===== src/common/fei_pkg.sv =====
`default_nettype none
package fei_pkg;
  localparam logic [7:0] OFS_PG_LIVE    = 8'h0D;
  localparam logic [7:0] OFS_FLAGS      = 8'h0E;
  localparam logic [7:0] OFS_REPORT_EN  = 8'h0F;
  localparam logic [7:0] OFS_RESTORE    = 8'h11;
  localparam logic [7:0] RESTORE_KEY    = 8'h7F;

  localparam int         NUM_CH         = 4;
  localparam int         NUM_EVT        = 6;
  localparam int         BIT_OVERHEAT   = 5;
  localparam int         BIT_LOW_SUPPLY = 4;

  localparam logic [5:0] FLAGS_RST      = 6'h00;
  localparam logic [5:0] REPORT_EN_RST  = 6'h00;
  localparam logic [3:0] PG_RST         = 4'h0;
  localparam logic [5:0] CLR_ALL        = 6'h3F;
  localparam logic [1:0] RSVD_EVT_RD    = 2'h0;
  localparam logic [3:0] RSVD_PG_RD     = 4'h0;
  localparam logic [7:0] UNMAPPED_RD    = 8'h00;

  localparam logic [6:0] I2C_DEV_ADDR   = 7'h48;
  localparam logic [3:0] I2C_BITS       = 4'h8;
  localparam logic [3:0] I2C_CNT_RST    = 4'h0;
  localparam logic [7:0] BYTE_RST       = 8'h00;

  typedef enum logic [4:0] {
    FEI_I2C_IDLE = 5'h01,
    FEI_I2C_RX   = 5'h02,
    FEI_I2C_ACK  = 5'h04,
    FEI_I2C_TX   = 5'h08,
    FEI_I2C_RACK = 5'h10
  } fei_i2c_st_t;

  typedef enum logic [2:0] {
    FEI_PH_ADDR = 3'h1,
    FEI_PH_PTR  = 3'h2,
    FEI_PH_DATA = 3'h4
  } fei_phase_t;

  typedef struct packed {
    fei_i2c_st_t st;
    fei_phase_t  phase;
    logic [3:0]  cnt;
    logic [7:0]  sh;
    logic [7:0]  ptr;
    logic        rw;
    logic        scl_p;
    logic        sda_p;
    logic        sda_oe;
    logic        sda_out;
    logic        wr_stb;
    logic [7:0]  wr_addr;
    logic [7:0]  wr_data;
  } fei_i2c_state_t;

  typedef struct packed {
    logic [5:0] flags;
    logic [5:0] report_en;
    logic [3:0] pg_prev;
    logic [3:0] pg_live;
    logic       int_b;
  } fei_core_state_t;
endpackage
`default_nettype wire


===== src/rtl/fei_i2c_slave.sv =====
`default_nettype none
module fei_i2c_slave (
  input  wire logic       clk,
  input  wire logic       rst_b,
  input  wire logic       scl_in,
  input  wire logic       sda_in,
  output logic            sda_out,
  output logic            sda_oe,
  output logic            wr_stb,
  output logic [7:0]      wr_addr,
  output logic [7:0]      wr_data,
  output logic [7:0]      rd_addr,
  input  wire logic [7:0] rd_data
);
  localparam fei_pkg::fei_i2c_state_t RST_S = '{
    st: fei_pkg::FEI_I2C_IDLE, phase: fei_pkg::FEI_PH_ADDR, cnt: fei_pkg::I2C_CNT_RST,
    sh: fei_pkg::BYTE_RST, ptr: fei_pkg::BYTE_RST, rw: 1'b0, scl_p: 1'b1, sda_p: 1'b1,
    sda_oe: 1'b0, sda_out: 1'b0, wr_stb: 1'b0, wr_addr: fei_pkg::BYTE_RST, wr_data: fei_pkg::BYTE_RST};

  fei_pkg::fei_i2c_state_t s_q;
  fei_pkg::fei_i2c_state_t s_d;
  logic                    rise;
  logic                    fall;

  assign rise = scl_in & ~s_q.scl_p;
  assign fall = ~scl_in & s_q.scl_p;

  always_comb begin
    s_d        = s_q;
    s_d.scl_p  = scl_in;
    s_d.sda_p  = sda_in;
    s_d.wr_stb = 1'b0;
    if (scl_in && s_q.scl_p && s_q.sda_p && !sda_in) begin
      // Start or repeated start; pointer survives for combined reads
      s_d.st     = fei_pkg::FEI_I2C_RX;
      s_d.phase  = fei_pkg::FEI_PH_ADDR;
      s_d.cnt    = fei_pkg::I2C_CNT_RST;
      s_d.sda_oe = 1'b0;
    end else if (scl_in && s_q.scl_p && !s_q.sda_p && sda_in) begin
      s_d.st     = fei_pkg::FEI_I2C_IDLE;
      s_d.sda_oe = 1'b0;
    end else begin
      case (s_q.st)
        fei_pkg::FEI_I2C_RX: begin
          if (rise) begin
            s_d.sh  = {s_q.sh[6:0], sda_in};
            s_d.cnt = s_q.cnt + 4'h1;
          end else if (fall && s_q.cnt == fei_pkg::I2C_BITS) begin
            s_d.cnt    = fei_pkg::I2C_CNT_RST;
            s_d.st     = fei_pkg::FEI_I2C_ACK;
            s_d.sda_oe = 1'b1;
            case (s_q.phase)
              fei_pkg::FEI_PH_ADDR: begin
                if (s_q.sh[7:1] == fei_pkg::I2C_DEV_ADDR) begin
                  s_d.rw    = s_q.sh[0];
                  s_d.phase = fei_pkg::FEI_PH_PTR;
                end else begin
                  s_d.st     = fei_pkg::FEI_I2C_IDLE;
                  s_d.sda_oe = 1'b0;
                end
              end
              fei_pkg::FEI_PH_PTR: begin
                s_d.ptr   = s_q.sh;
                s_d.phase = fei_pkg::FEI_PH_DATA;
              end
              default: begin
                s_d.wr_stb  = 1'b1;
                s_d.wr_addr = s_q.ptr;
                s_d.wr_data = s_q.sh;
                s_d.ptr     = s_q.ptr + 8'h01;
              end
            endcase
          end
        end
        fei_pkg::FEI_I2C_ACK: begin
          if (fall) begin
            if (s_q.rw) begin
              s_d.st     = fei_pkg::FEI_I2C_TX;
              s_d.sh     = rd_data;
              s_d.sda_oe = ~rd_data[7];
            end else begin
              s_d.st     = fei_pkg::FEI_I2C_RX;
              s_d.sda_oe = 1'b0;
            end
          end
        end
        fei_pkg::FEI_I2C_TX: begin
          if (rise) begin
            s_d.cnt = s_q.cnt + 4'h1;
          end else if (fall) begin
            if (s_q.cnt == fei_pkg::I2C_BITS) begin
              s_d.st     = fei_pkg::FEI_I2C_RACK;
              s_d.sda_oe = 1'b0;
              s_d.ptr    = s_q.ptr + 8'h01;
            end else begin
              s_d.sh     = {s_q.sh[6:0], 1'b0};
              s_d.sda_oe = ~s_q.sh[6];
            end
          end
        end
        fei_pkg::FEI_I2C_RACK: begin
          if (rise && sda_in) begin
            s_d.st = fei_pkg::FEI_I2C_IDLE;
          end else if (fall) begin
            s_d.st     = fei_pkg::FEI_I2C_TX;
            s_d.cnt    = fei_pkg::I2C_CNT_RST;
            s_d.sh     = rd_data;
            s_d.sda_oe = ~rd_data[7];
          end
        end
        default: begin
          s_d.st = fei_pkg::FEI_I2C_IDLE;
        end
      endcase
    end
  end

  always_ff @(posedge clk) begin
    if (!rst_b) begin
      s_q <= RST_S;
    end else begin
      s_q <= s_d;
    end
  end

  assign sda_out = s_q.sda_out;
  assign sda_oe  = s_q.sda_oe;
  assign wr_stb  = s_q.wr_stb;
  assign wr_addr = s_q.wr_addr;
  assign wr_data = s_q.wr_data;
  assign rd_addr = s_q.ptr;
endmodule
`default_nettype wire


===== src/rtl/fei_fault_irq.sv =====
`default_nettype none
module fei_fault_irq (
  input  wire logic       clk,
  input  wire logic       rst_b,
  input  wire logic       scl_in,
  input  wire logic       sda_in,
  output logic            sda_out,
  output logic            sda_oe,
  input  wire logic       overheat_warn,
  input  wire logic       low_supply_warn,
  input  wire logic [3:0] pg_level,
  input  wire logic [3:0] channel_enable_pins,
  input  wire logic       pg_event_blank,
  output logic            fault_req_b
);
  localparam fei_pkg::fei_core_state_t RST_S = '{
    flags: fei_pkg::FLAGS_RST, report_en: fei_pkg::REPORT_EN_RST,
    pg_prev: fei_pkg::PG_RST, pg_live: fei_pkg::PG_RST, int_b: 1'b1};

  fei_pkg::fei_core_state_t s_q;
  fei_pkg::fei_core_state_t s_d;
  logic                     wr_stb;
  logic [7:0]               wr_addr;
  logic [7:0]               wr_data;
  logic [7:0]               rd_addr;
  logic [7:0]               rd_data;
  logic                     wr_flags;
  logic                     wr_report_en;
  logic                     restore;
  logic                     all_off;
  logic [3:0]               pg_fail;
  logic [5:0]               events;
  logic [5:0]               clr;

  fei_i2c_slave u_i2c (
    .clk     (clk),
    .rst_b   (rst_b),
    .scl_in  (scl_in),
    .sda_in  (sda_in),
    .sda_out (sda_out),
    .sda_oe  (sda_oe),
    .wr_stb  (wr_stb),
    .wr_addr (wr_addr),
    .wr_data (wr_data),
    .rd_addr (rd_addr),
    .rd_data (rd_data)
  );

  assign wr_flags     = wr_stb && (wr_addr == fei_pkg::OFS_FLAGS);
  assign wr_report_en = wr_stb && (wr_addr == fei_pkg::OFS_REPORT_EN);
  assign restore      = wr_stb && (wr_addr == fei_pkg::OFS_RESTORE) && (wr_data == fei_pkg::RESTORE_KEY);
  assign all_off      = (channel_enable_pins == fei_pkg::PG_RST);

  // Falling power-good only counts on an enabled, unblanked channel
  genvar g;
  generate
    for (g = 0; g < fei_pkg::NUM_CH; g++) begin : g_pg
      assign pg_fail[g] = s_q.pg_prev[g] & ~pg_level[g] & channel_enable_pins[g] & ~pg_event_blank;
    end
  endgenerate

  assign events = {overheat_warn, low_supply_warn, pg_fail};

  always_comb begin
    s_d = s_q;
    if (restore || all_off) begin
      clr = fei_pkg::CLR_ALL;
    end else if (wr_flags) begin
      clr = wr_data[5:0];
    end else begin
      clr = fei_pkg::FLAGS_RST;
    end
    // Set beats clear so an event in the clearing cycle survives
    s_d.flags = (s_q.flags & ~clr) | events;
    if (restore) begin
      s_d.report_en = fei_pkg::REPORT_EN_RST;
    end else if (wr_report_en) begin
      s_d.report_en = wr_data[5:0];
    end
    s_d.pg_prev = pg_level;
    s_d.pg_live = pg_level;
    // Built from next state so the pin tracks the flags with no extra lag
    s_d.int_b = ~|(s_d.flags & s_d.report_en);
  end

  always_ff @(posedge clk) begin
    if (!rst_b) begin
      s_q <= RST_S;
    end else begin
      s_q <= s_d;
    end
  end

  always_comb begin
    if (rd_addr == fei_pkg::OFS_PG_LIVE) begin
      rd_data = {fei_pkg::RSVD_PG_RD, s_q.pg_live};
    end else if (rd_addr == fei_pkg::OFS_FLAGS) begin
      rd_data = {fei_pkg::RSVD_EVT_RD, s_q.flags};
    end else if (rd_addr == fei_pkg::OFS_REPORT_EN) begin
      rd_data = {fei_pkg::RSVD_EVT_RD, s_q.report_en};
    end else begin
      rd_data = fei_pkg::UNMAPPED_RD;
    end
  end

  assign fault_req_b = s_q.int_b;

  property p_pin_low;
    @(posedge clk) disable iff (!rst_b)
    (|(s_q.flags & s_q.report_en)) |-> !fault_req_b;
  endproperty
  a_pin_low: assert property (p_pin_low) else $error("fault pin high with enabled flag");

  property p_pin_release;
    @(posedge clk) disable iff (!rst_b)
    !(|(s_q.flags & s_q.report_en)) |-> fault_req_b;
  endproperty
  a_pin_release: assert property (p_pin_release) else $error("fault pin low with no enabled flag");

  property p_masked_quiet;
    @(posedge clk) disable iff (!rst_b)
    (s_q.report_en == fei_pkg::REPORT_EN_RST) |-> fault_req_b;
  endproperty
  a_masked_quiet: assert property (p_masked_quiet) else $error("fault pin low while all masked");

  property p_sticky;
    @(posedge clk) disable iff (!rst_b)
    (!wr_flags && !all_off && !restore) |=> ((s_q.flags & $past(s_q.flags)) == $past(s_q.flags));
  endproperty
  a_sticky: assert property (p_sticky) else $error("flag dropped without clear");

  property p_w1c;
    @(posedge clk) disable iff (!rst_b)
    (wr_flags && events == fei_pkg::FLAGS_RST) |=> ((s_q.flags & $past(wr_data[5:0])) == fei_pkg::FLAGS_RST);
  endproperty
  a_w1c: assert property (p_w1c) else $error("write-one did not clear flag");

  property p_all_off;
    @(posedge clk) disable iff (!rst_b)
    (all_off && !overheat_warn && !low_supply_warn) |=> (s_q.flags == fei_pkg::FLAGS_RST);
  endproperty
  a_all_off: assert property (p_all_off) else $error("flags kept with all channels off");

  property p_overheat;
    @(posedge clk) disable iff (!rst_b)
    overheat_warn |=> s_q.flags[fei_pkg::BIT_OVERHEAT] ##1
      (s_q.flags[fei_pkg::BIT_OVERHEAT] || $past(wr_flags || all_off || restore));
  endproperty
  a_overheat: assert property (p_overheat) else $error("overheat flag not latched");

  property p_low_supply;
    @(posedge clk) disable iff (!rst_b)
    low_supply_warn |=> s_q.flags[fei_pkg::BIT_LOW_SUPPLY];
  endproperty
  a_low_supply: assert property (p_low_supply) else $error("low supply flag not latched");

  property p_pg_fail;
    @(posedge clk) disable iff (!rst_b)
    (|pg_fail) |=> ((s_q.flags[3:0] & $past(pg_fail)) == $past(pg_fail));
  endproperty
  a_pg_fail: assert property (p_pg_fail) else $error("power-good failure not latched");

  property p_blank;
    @(posedge clk) disable iff (!rst_b)
    pg_event_blank |=> ((s_q.flags[3:0] & ~$past(s_q.flags[3:0])) == fei_pkg::PG_RST);
  endproperty
  a_blank: assert property (p_blank) else $error("power-good flag set while blanked");

  property p_en_write;
    @(posedge clk) disable iff (!rst_b)
    (wr_report_en && !restore) |=> (s_q.report_en == $past(wr_data[5:0]));
  endproperty
  a_en_write: assert property (p_en_write) else $error("report enable not written");

  property p_restore;
    @(posedge clk) disable iff (!rst_b)
    (restore && events == fei_pkg::FLAGS_RST) |=> (s_q.report_en == fei_pkg::REPORT_EN_RST)
      && (s_q.flags == fei_pkg::FLAGS_RST) && fault_req_b;
  endproperty
  a_restore: assert property (p_restore) else $error("restore command left state");

  property p_pg_live;
    @(posedge clk) disable iff (!rst_b)
    1'b1 |=> (s_q.pg_live == $past(pg_level));
  endproperty
  a_pg_live: assert property (p_pg_live) else $error("live power-good readback stale");

  // Reset is synchronous, so state is checked one edge after a low sample
  property p_reset_state;
    @(posedge clk)
    !rst_b |=> (s_q.flags == fei_pkg::FLAGS_RST) && (s_q.report_en == fei_pkg::REPORT_EN_RST)
      && fault_req_b;
  endproperty
  a_reset_state: assert property (p_reset_state) else $error("bad state after reset");

  property p_no_spurious;
    @(posedge clk) disable iff (!rst_b)
    1'b1 |=> ((s_q.flags & ~$past(s_q.flags) & ~$past(events)) == fei_pkg::FLAGS_RST);
  endproperty
  a_no_spurious: assert property (p_no_spurious) else $error("flag set with no event");

  property p_low_supply_hold;
    @(posedge clk) disable iff (!rst_b)
    low_supply_warn |=> s_q.flags[fei_pkg::BIT_LOW_SUPPLY] ##1
      (s_q.flags[fei_pkg::BIT_LOW_SUPPLY] || $past(wr_flags || all_off || restore));
  endproperty
  a_low_supply_hold: assert property (p_low_supply_hold) else $error("low supply flag lost");

  property p_hold_low;
    @(posedge clk) disable iff (!rst_b)
    (!fault_req_b && !wr_stb && !all_off) |=> !fault_req_b;
  endproperty
  a_hold_low: assert property (p_hold_low) else $error("fault pin released with no clear");

  property p_pin_follow;
    @(posedge clk) disable iff (!rst_b)
    $changed(fault_req_b) |-> ($changed(s_q.flags) || $changed(s_q.report_en));
  endproperty
  a_pin_follow: assert property (p_pin_follow) else $error("fault pin moved on its own");

  property p_clear_release;
    @(posedge clk) disable iff (!rst_b)
    (wr_flags && ((s_q.flags & s_q.report_en & ~wr_data[5:0]) == fei_pkg::FLAGS_RST)
      && ((events & s_q.report_en) == fei_pkg::FLAGS_RST)) |=> fault_req_b;
  endproperty
  a_clear_release: assert property (p_clear_release) else $error("fault pin held after clear");

  property p_en_remove;
    @(posedge clk) disable iff (!rst_b)
    (wr_report_en && (((s_q.flags | events) & wr_data[5:0]) == fei_pkg::FLAGS_RST)) |=> fault_req_b;
  endproperty
  a_en_remove: assert property (p_en_remove) else $error("fault pin held by blocked event");

  property p_all_off_pin;
    @(posedge clk) disable iff (!rst_b)
    (all_off && !overheat_warn && !low_supply_warn) |=> fault_req_b;
  endproperty
  a_all_off_pin: assert property (p_all_off_pin) else $error("fault pin low with channels off");

  property p_en_hold;
    @(posedge clk) disable iff (!rst_b)
    (!wr_report_en && !restore) |=> $stable(s_q.report_en);
  endproperty
  a_en_hold: assert property (p_en_hold) else $error("report enable changed unwritten");

  // Any other value at the restore address must leave the enables alone
  property p_restore_key;
    @(posedge clk) disable iff (!rst_b)
    (wr_stb && (wr_addr == fei_pkg::OFS_RESTORE) && (wr_data != fei_pkg::RESTORE_KEY))
      |=> $stable(s_q.report_en);
  endproperty
  a_restore_key: assert property (p_restore_key) else $error("restore taken on wrong key");

  property p_pg_ro;
    @(posedge clk) disable iff (!rst_b)
    (wr_stb && (wr_addr == fei_pkg::OFS_PG_LIVE)) |=> $stable(s_q.report_en);
  endproperty
  a_pg_ro: assert property (p_pg_ro) else $error("write to live power-good had effect");

  property p_wr_pulse;
    @(posedge clk) disable iff (!rst_b)
    wr_stb |=> !wr_stb;
  endproperty
  a_wr_pulse: assert property (p_wr_pulse) else $error("write strobe longer than one cycle");

  // Read path is combinational from state, so decode is checked in the same cycle
  property p_rd_pg;
    @(posedge clk) disable iff (!rst_b)
    (rd_addr == fei_pkg::OFS_PG_LIVE) |-> (rd_data == {fei_pkg::RSVD_PG_RD, $past(pg_level)});
  endproperty
  a_rd_pg: assert property (p_rd_pg) else $error("live power-good readback wrong");

  property p_rd_flags;
    @(posedge clk) disable iff (!rst_b)
    (rd_addr == fei_pkg::OFS_FLAGS) |-> (rd_data == {fei_pkg::RSVD_EVT_RD, s_q.flags});
  endproperty
  a_rd_flags: assert property (p_rd_flags) else $error("flag readback wrong");

  property p_rd_en;
    @(posedge clk) disable iff (!rst_b)
    (rd_addr == fei_pkg::OFS_REPORT_EN) |-> (rd_data == {fei_pkg::RSVD_EVT_RD, s_q.report_en});
  endproperty
  a_rd_en: assert property (p_rd_en) else $error("enable readback wrong");

  property p_rd_unmapped;
    @(posedge clk) disable iff (!rst_b)
    ((rd_addr != fei_pkg::OFS_PG_LIVE) && (rd_addr != fei_pkg::OFS_FLAGS) && (rd_addr != fei_pkg::OFS_REPORT_EN))
      |-> (rd_data == fei_pkg::UNMAPPED_RD);
  endproperty
  a_rd_unmapped: assert property (p_rd_unmapped) else $error("unmapped or write-only read not zero");

  // A disabled channel is shut down, so its power-good drop is no fault
  generate
    for (g = 0; g < fei_pkg::NUM_CH; g++) begin : g_pg_chk
      property p_pg_need_en;
        @(posedge clk) disable iff (!rst_b)
        !channel_enable_pins[g] |=> !(s_q.flags[g] && !$past(s_q.flags[g]));
      endproperty
      a_pg_need_en: assert property (p_pg_need_en) else $error("power-good flag on disabled channel");
    end
  endgenerate
endmodule
`default_nettype wire


===== config.mk =====
export PLATFORM = sky130hd
export DESIGN_NAME = fei_fault_irq
export DESIGN_NICKNAME = d
export VERILOG_FILES = /design/src/common/fei_pkg.sv /design/src/rtl/fei_i2c_slave.sv /design/src/rtl/fei_fault_irq.sv
export SDC_FILE = /design/constraint.sdc
export NUM_CORES = 1
export LEC_CHECK = 0
export ABC_AREA = 1
export BUFFER_PORTS_ARGS = -buffer_cell sky130_fd_sc_hd__buf_2
export CAP_MARGIN = 20
export CORE_MARGIN = 2
export CORE_UTILIZATION = 25
export DETAILED_ROUTE_END_ITERATION = 10
export HOLD_SLACK_MARGIN = 0.03
export PLACE_DENSITY = 0.49
export SLEW_MARGIN = 20
export SYNTH_ARGS = -nofsm -noshare
export SYNTH_HDL_FRONTEND = slang
export SYNTH_SLANG_ARGS = --single-unit

===== constraint.sdc =====
create_clock -name clk -period 1.6 [get_ports clk]
set_input_delay 0.08 -clock clk [delete_from_list [all_inputs] [get_ports clk]]
set_output_delay 0.08 -clock clk [all_outputs]
set_load 0.03 [all_outputs]

==> results.yml, run 1 <==
status:
  outcome: "complete, but fails checks"
  violations: "negative setup slack"
floorplanning:
  core_um2: 13900
  num_io_pins: 18
  initial_core_util: 0.256
  die_area_um2: 15300
  rows: 43
  die_w_um: 124
  die_h_um: 124
final_layout:
  diodes: 0
  layout-drive-gt1-share: 0.353
  mostFrequentLayoutCells: "nand2_1, buf_4, dfxtp_1"
  nets: 684
  mostFrequentLayoutCell: "nand2_1"
  design_area_um2: 5320
  utilization: 0.382
  synthToLayoutAreaGrowth_pct: 48.9
critical_path:
  reg2reg_to: "u_i2c.s_q[33]"
  start_kind: "register"
  critPathKind: "reg2reg"
  crit_arrival_ns: 1.88
  worstRegToRegCells: 11
  cp-end-kind: "register"
  rrSetupSlack_ns: -0.009
  crit_fanout: 7
  r2r-start: "u_i2c.s_q[47]"
  worstPathRequired_ns: 1.87
grt:
  grt_pass1_vias: 3684
  antenna_found_initial: 0
  overflow: 0
  grt_max_degree: 38
  grtUsageTotal: 0.153
  grt_pass1_wl_um: 18000
cts:
  cts_tree: "done"
  worstSkewPairLatency_ns: 0.34
  cts.sinks: 66
  path_clk_slew_ns: 0.06
  root_buffer: "clkbuf_16"
  cts_max_path_buffers: 2
  htreeDepth: 3
  cts_made_buffers: 9
sta:
  setup_viol: 4
  layout_worst_path_cycle_share: 1.01
  rsz0062_at_grt: "true"
  finClkSkew_ns: 0.00861
  fin_hold_ws_ns: 0.0897
  setup_ws_ns: -0.00937
  fmax_ghz: 0.621
  hold_viol: 0
  fin_tns_setup_ns: -0.0160
  drv_slew: 0
  finalCriticalPeriod_ns: 1.61
min_path:
  min_to: "s_q[20]"
  hp-class: "in2reg"
  holdPathStages: 4
  holdCritStartpoint: "overheat_warn"
placed_design:
  dpl-instance-area_um2: 4470
  hpwl_um: 7890
  port-buffer-count: 16
  gp_congestion: 0.876
  place_ws_ns: -0.176
yosys:
  synth_area_um2: 3570
  ys_seq_area_frac: 0.370
  ys.warnings.count: 0
  postSynthAreaPerCell_um2: 6.65
  ys_async_sr_fraction: 0
  synthAdderAreaFrac: 0.0175
  netlist_instances: 537
  synth_mux_area_frac: 0
  synth-main-ff-cell: "dfxtp_1"
  synth_edf_count: 0
  synth-xor-area-share: 0.0147
  synth_top_family_by_area: "simple AND/OR/NAND/NOR gates"
  syn_nets: 557
  ys_ff_latch: 66
  synth_cell_types: 37
  synth-simple-area-share: 0.328
  synth_compound_area_frac: 0.174
power_and_ir_drop:
  power.leakage_nw: 2.35
  pwr_density_cell_nw_per_um2: 727
  vdd_drop_max_mv: 0.456
drt:
  viasPerCell: 4.55
  drt-initial-drc-count: 265
  drt-wirelength-per-cell_um: 13.2
  drt_wl_total_um: 11200
  drc: 0
  dr_total_vias: 3861
  first_pass_iters: 4
  antenna_left: 0
job:
  cap_violations: 0
==> worst max-delay path: stages (launching register included) <==
cell     delay, ns
dfxtp_2       0.34
nor2_4        0.15
nand3_2       0.10
nor2_4        0.20
nor2_4        0.07
nand2_2       0.09
nor2_2        0.05
a21oi_4       0.20
nand2_4       0.12
nand2_1       0.09
nand2_1       0.05
nor2_1        0.10
==> per-layer routing <==
layer  global-route usage  up-vias  wire [um]
li1                     -     2006          -
met1                0.205     1793       5280
met2                0.248       47       5430
met3               0.0254       15        294
met4               0.0575        0        179
met5                    0        -          0
==> flip-flops by register name, indices dropped and copies added (netlist names) <==
name           count
fault_req_b        1
s_q               16
u_i2c.rd_addr      8
u_i2c.s_q         23
u_i2c.sda_oe       1
u_i2c.wr_addr      8
u_i2c.wr_data      8
u_i2c.wr_stb       1
==> logic make-up after synthesis <==
| logic type | after synthesis |
|---|---|
| other | 1 |
| XOR/XNOR | 6 |
| buffers and inverters | 86 |
| adder cells (fa/ha/maj) | 5 |
| AO/OA/AOI/OAI | 113 |
| AND/OR/NAND/NOR | 260 |
| flip-flops | 66 |
==> metrics by stage <==
stage | power (mW) | std cells
floorplan | 1.80 | 537
global placement | 1.87 | 805
detailed placement | 1.87 | 805
CTS | 3.91 | 845
global route | 4.01 | 849
finish | 3.86 | 849
==> how the worst max path moves through the flow <==
| stage | cells past startpoint | to | from |
|---|---|---|---|
| CTS | 12 | u_i2c.s_q[45] | u_i2c.s_q[48] |
| global placement | 11 | u_i2c.s_q[39] | u_i2c.s_q[38] |
| detailed placement | 11 | u_i2c.s_q[39] | u_i2c.s_q[38] |
| finish | 11 | u_i2c.s_q[33] | u_i2c.s_q[47] |
| global route | 11 | u_i2c.s_q[34] | u_i2c.s_q[47] |
| floorplan | 11 | u_i2c.s_q[39] | u_i2c.s_q[38] |
==> where the power goes <==
group          internal [mW]  total, mW  switching (mW)
combinational         0.0802      0.193           0.113
clock                   1.24       2.00           0.755
sequential              1.66       1.67          0.0125
total                   2.98       3.86           0.881
==> final cells by class <==
type / count / area [um2]
clock inverter: 5 / 53.8
sequential: 66 / 1330
tap: 180 / 225
timing repair buffer: 128 / 965
multi-input combinational: 386 / 2220
fill: 1450 / 8620
inverter: 73 / 282
clock buffer: 11 / 243
==> Yosys cell counts (3+ instances only) <==
cell type	count	share of area
nand2_2	5	0.0088
inv_2	4	0.0042
nand4_1	9	0.016
a21oi_1	44	0.062
nor3_2	4	0.011
xor2_1	6	0.015
o21ai_0	51	0.071
nor2_2	6	0.011
o211ai_1	4	0.0084
dfxtp_1	66	0.37
inv_1	68	0.071
nand3_1	29	0.041
o21bai_1	4	0.0084
clkbuf_1	8	0.0084
nor3_1	22	0.031
nor2_1	59	0.062
ha_1	5	0.018
nand2_1	116	0.12
buf_2	3	0.0042
==> what timing repair did <==
| action | in CTS | in global routing |
|---|---|---|
| endpoints found under the hold margin | 5 | 0 |
| hold buffers | 5 | 0 |
| resized for setup | 50 | 65 |
| buffers inserted | 18 | 4 |
| endpoints found under the setup margin | 37 | 48 |
| gates cloned | 1 | 0 |
| pin swaps | 16 | 23 |
Note: power is estimated with default switching activity, not from simulation.
==> inputs of run 2 (changes only) <==
- MAX_ROUTING_LAYER: default -> met4
==> run 2 against run 1 <==
  * The run still ends with negative setup slack left
  * Utilization fell by 1.3 points
  * Critical path depth unchanged
  * Count of clock-buffer cells in the layout decreased by 2
  * Critical endpoint is now u_i2c.s_q[45]
  * Largest power group unchanged
==> results.yml, run 2 (synthesis gave the netlist of run 1 again) <==
final_layout:
  top_register: "u_i2c.s_q"
  mostFrequentLayoutCells: "nand2_1, buf_4, dfxtp_1"
  diodes: 0
  layout-drive-gt1-share: 0.319
  largest_reg_flops: 23
  nFillCells: 1455
  multi_input_area_um2: 2110
  utilization: 0.368
  seq_area_um2: 1330
  mostFrequentLayoutCell: "nand2_1"
  nets: 676
  synthToLayoutAreaGrowth_pct: 43.8
  reg.largest.list: "u_i2c.s_q x23, s_q x16"
grt:
  overflow: 0
  grt_pass1_vias: 3584
  grt_pass1_wl_um: 17400
  antenna_found_initial: 0
  grtUsageTotal: 0.150
  grt_max_degree: 38
drt:
  drc: 0
  antenna_left: 0
  dr_total_vias: 3849
  drt-wirelength-per-cell_um: 12.7
  first_pass_iters: 4
  viasPerCell: 4.58
  drt-initial-drc-count: 226
  drt_wl_total_um: 10700
sta:
  finalCriticalPeriod_ns: 1.64
  layout_worst_path_cycle_share: 1.02
  setup_viol: 8
  hold_viol: 0
  setup_ws_ns: -0.0383
  rsz0062_at_grt: "true"
  fin_hold_ws_ns: 0.101
  fmax_ghz: 0.610
  finClkSkew_ns: 0.00610
  drv_slew: 0
  fin_tns_setup_ns: -0.133
floorplanning:
  die_area_um2: 15300
  rows: 43
  core_um2: 13900
  die_w_um: 124
  die_h_um: 124
  num_io_pins: 18
  initial_core_util: 0.256
critical_path:
  reg2reg_to: "u_i2c.s_q[45]"
  critPathKind: "reg2reg"
  cp_slowest_cell: "dfxtp_2"
  cp-startpoint: "u_i2c.s_q[48]"
  worstPathRequired_ns: 1.80
  crit_arrival_ns: 1.84
  rrSetupSlack_ns: -0.04
  crit_fanout: 4
  slowest_delay_ns: 0.32
  cp-end-kind: "register"
  start_kind: "register"
  path_cells: "nor2_2 > nand3_2 > nor2_4 > nor2_4 > nand2_2 > nor2_2 > a21oi_4 > buf_6 > nand2_2 > nand2_1 > nand2_1"
  worstRegToRegCells: 11
  r2r-start: "u_i2c.s_q[48]"
min_path:
  holdCritStartpoint: "overheat_warn"
  min_to: "s_q[20]"
  holdPathStages: 4
  hp-class: "in2reg"
cts:
  htreeDepth: 3
  cts.sinks: 66
  path_clk_slew_ns: 0.06
  cts_made_buffers: 9
  cts_tree: "done"
  cts_max_path_buffers: 2
  root_buffer: "clkbuf_16"
  worstSkewPairLatency_ns: 0.32
power_and_ir_drop:
  power_mw: 3.65
  vdd_drop_max_mv: 0.379
  pwr_density_cell_nw_per_um2: 712
  power.leakage_nw: 2.25
placed_design:
  gp_congestion: 0.930
  port-buffer-count: 16
  place_ws_ns: -0.213
  hpwl_um: 8020
job:
  cap_violations: 0
status:
  outcome: "complete, but fails checks"
  violations: "negative setup slack"
[run 2: layer usage]
| layer | up-vias | GRT usage | routed length (um) |
|---|---|---|---|
| met5 | - | - | 0 |
| met4 | 0 | 0.0398 | 40 |
| met3 | 2 | 0.0263 | 308 |
| met2 | 62 | 0.236 | 5130 |
| met1 | 1798 | 0.198 | 5230 |
| li1 | 1987 | - | - |
[run 2: how the worst max path moves through the flow]
| stage | end | slack, ns | cells after the start |
|---|---|---|---|
| finish | u_i2c.s_q[45] | -0.04 | 11 |
| global route | u_i2c.s_q[45] | -0.15 | 11 |
| CTS | u_i2c.rd_addr[5] | -0.02 | 9 |
| detailed placement | u_i2c.s_q[39] | -0.21 | 11 |
| global placement | u_i2c.s_q[39] | -0.20 | 11 |
| floorplan | u_i2c.s_q[39] | -0.002 | 11 |
[run 2: through the flow]
stage          area (um2)  std cells
3_5_place_dp         4490        805
4_1_cts              4940        830
6_report             5130        841
2_1_floorplan        3580        537
3_3_place_gp         4490        805
5_1_grt              5130        841
[run 2: repair_timing]
item / CTS / global route
gates cloned: 0 / 2
pin swaps: 7 / 16
endpoints found under the hold margin: 5 / 0
hold buffers: 5 / 0
setup buffers: 4 / 9
endpoints found under the setup margin: 43 / 46
resized for setup: 41 / 38
[run 2: where the power goes]
| part | switching (mW) | internal (mW) |
|---|---|---|
| sequential | 0.0126 | 1.66 |
| combinational | 0.112 | 0.0790 |
| clock | 0.749 | 1.04 |
[run 2: final cells by class]
cell class | count | area share
Clock inverter | 7 | 0.00853
Timing Repair inverter | 1 | 0.00146
Inverter | 73 | 0.0534
Timing Repair Buffer | 119 | 0.178
Tap cell | 180 | 0.0439
Multi-Input combinational cell | 386 | 0.412
Clock buffer | 9 | 0.0439
Sequential cell | 66 | 0.259
[run 2: critical path, delay by kind of cell, from the launching register on]
family,cells,cell delay [ns]
buffers and inverters,1,0.14
DFF,1,0.32
AOI/OAI and AO/OA,1,0.21
and+or+nand+nor,9,0.85
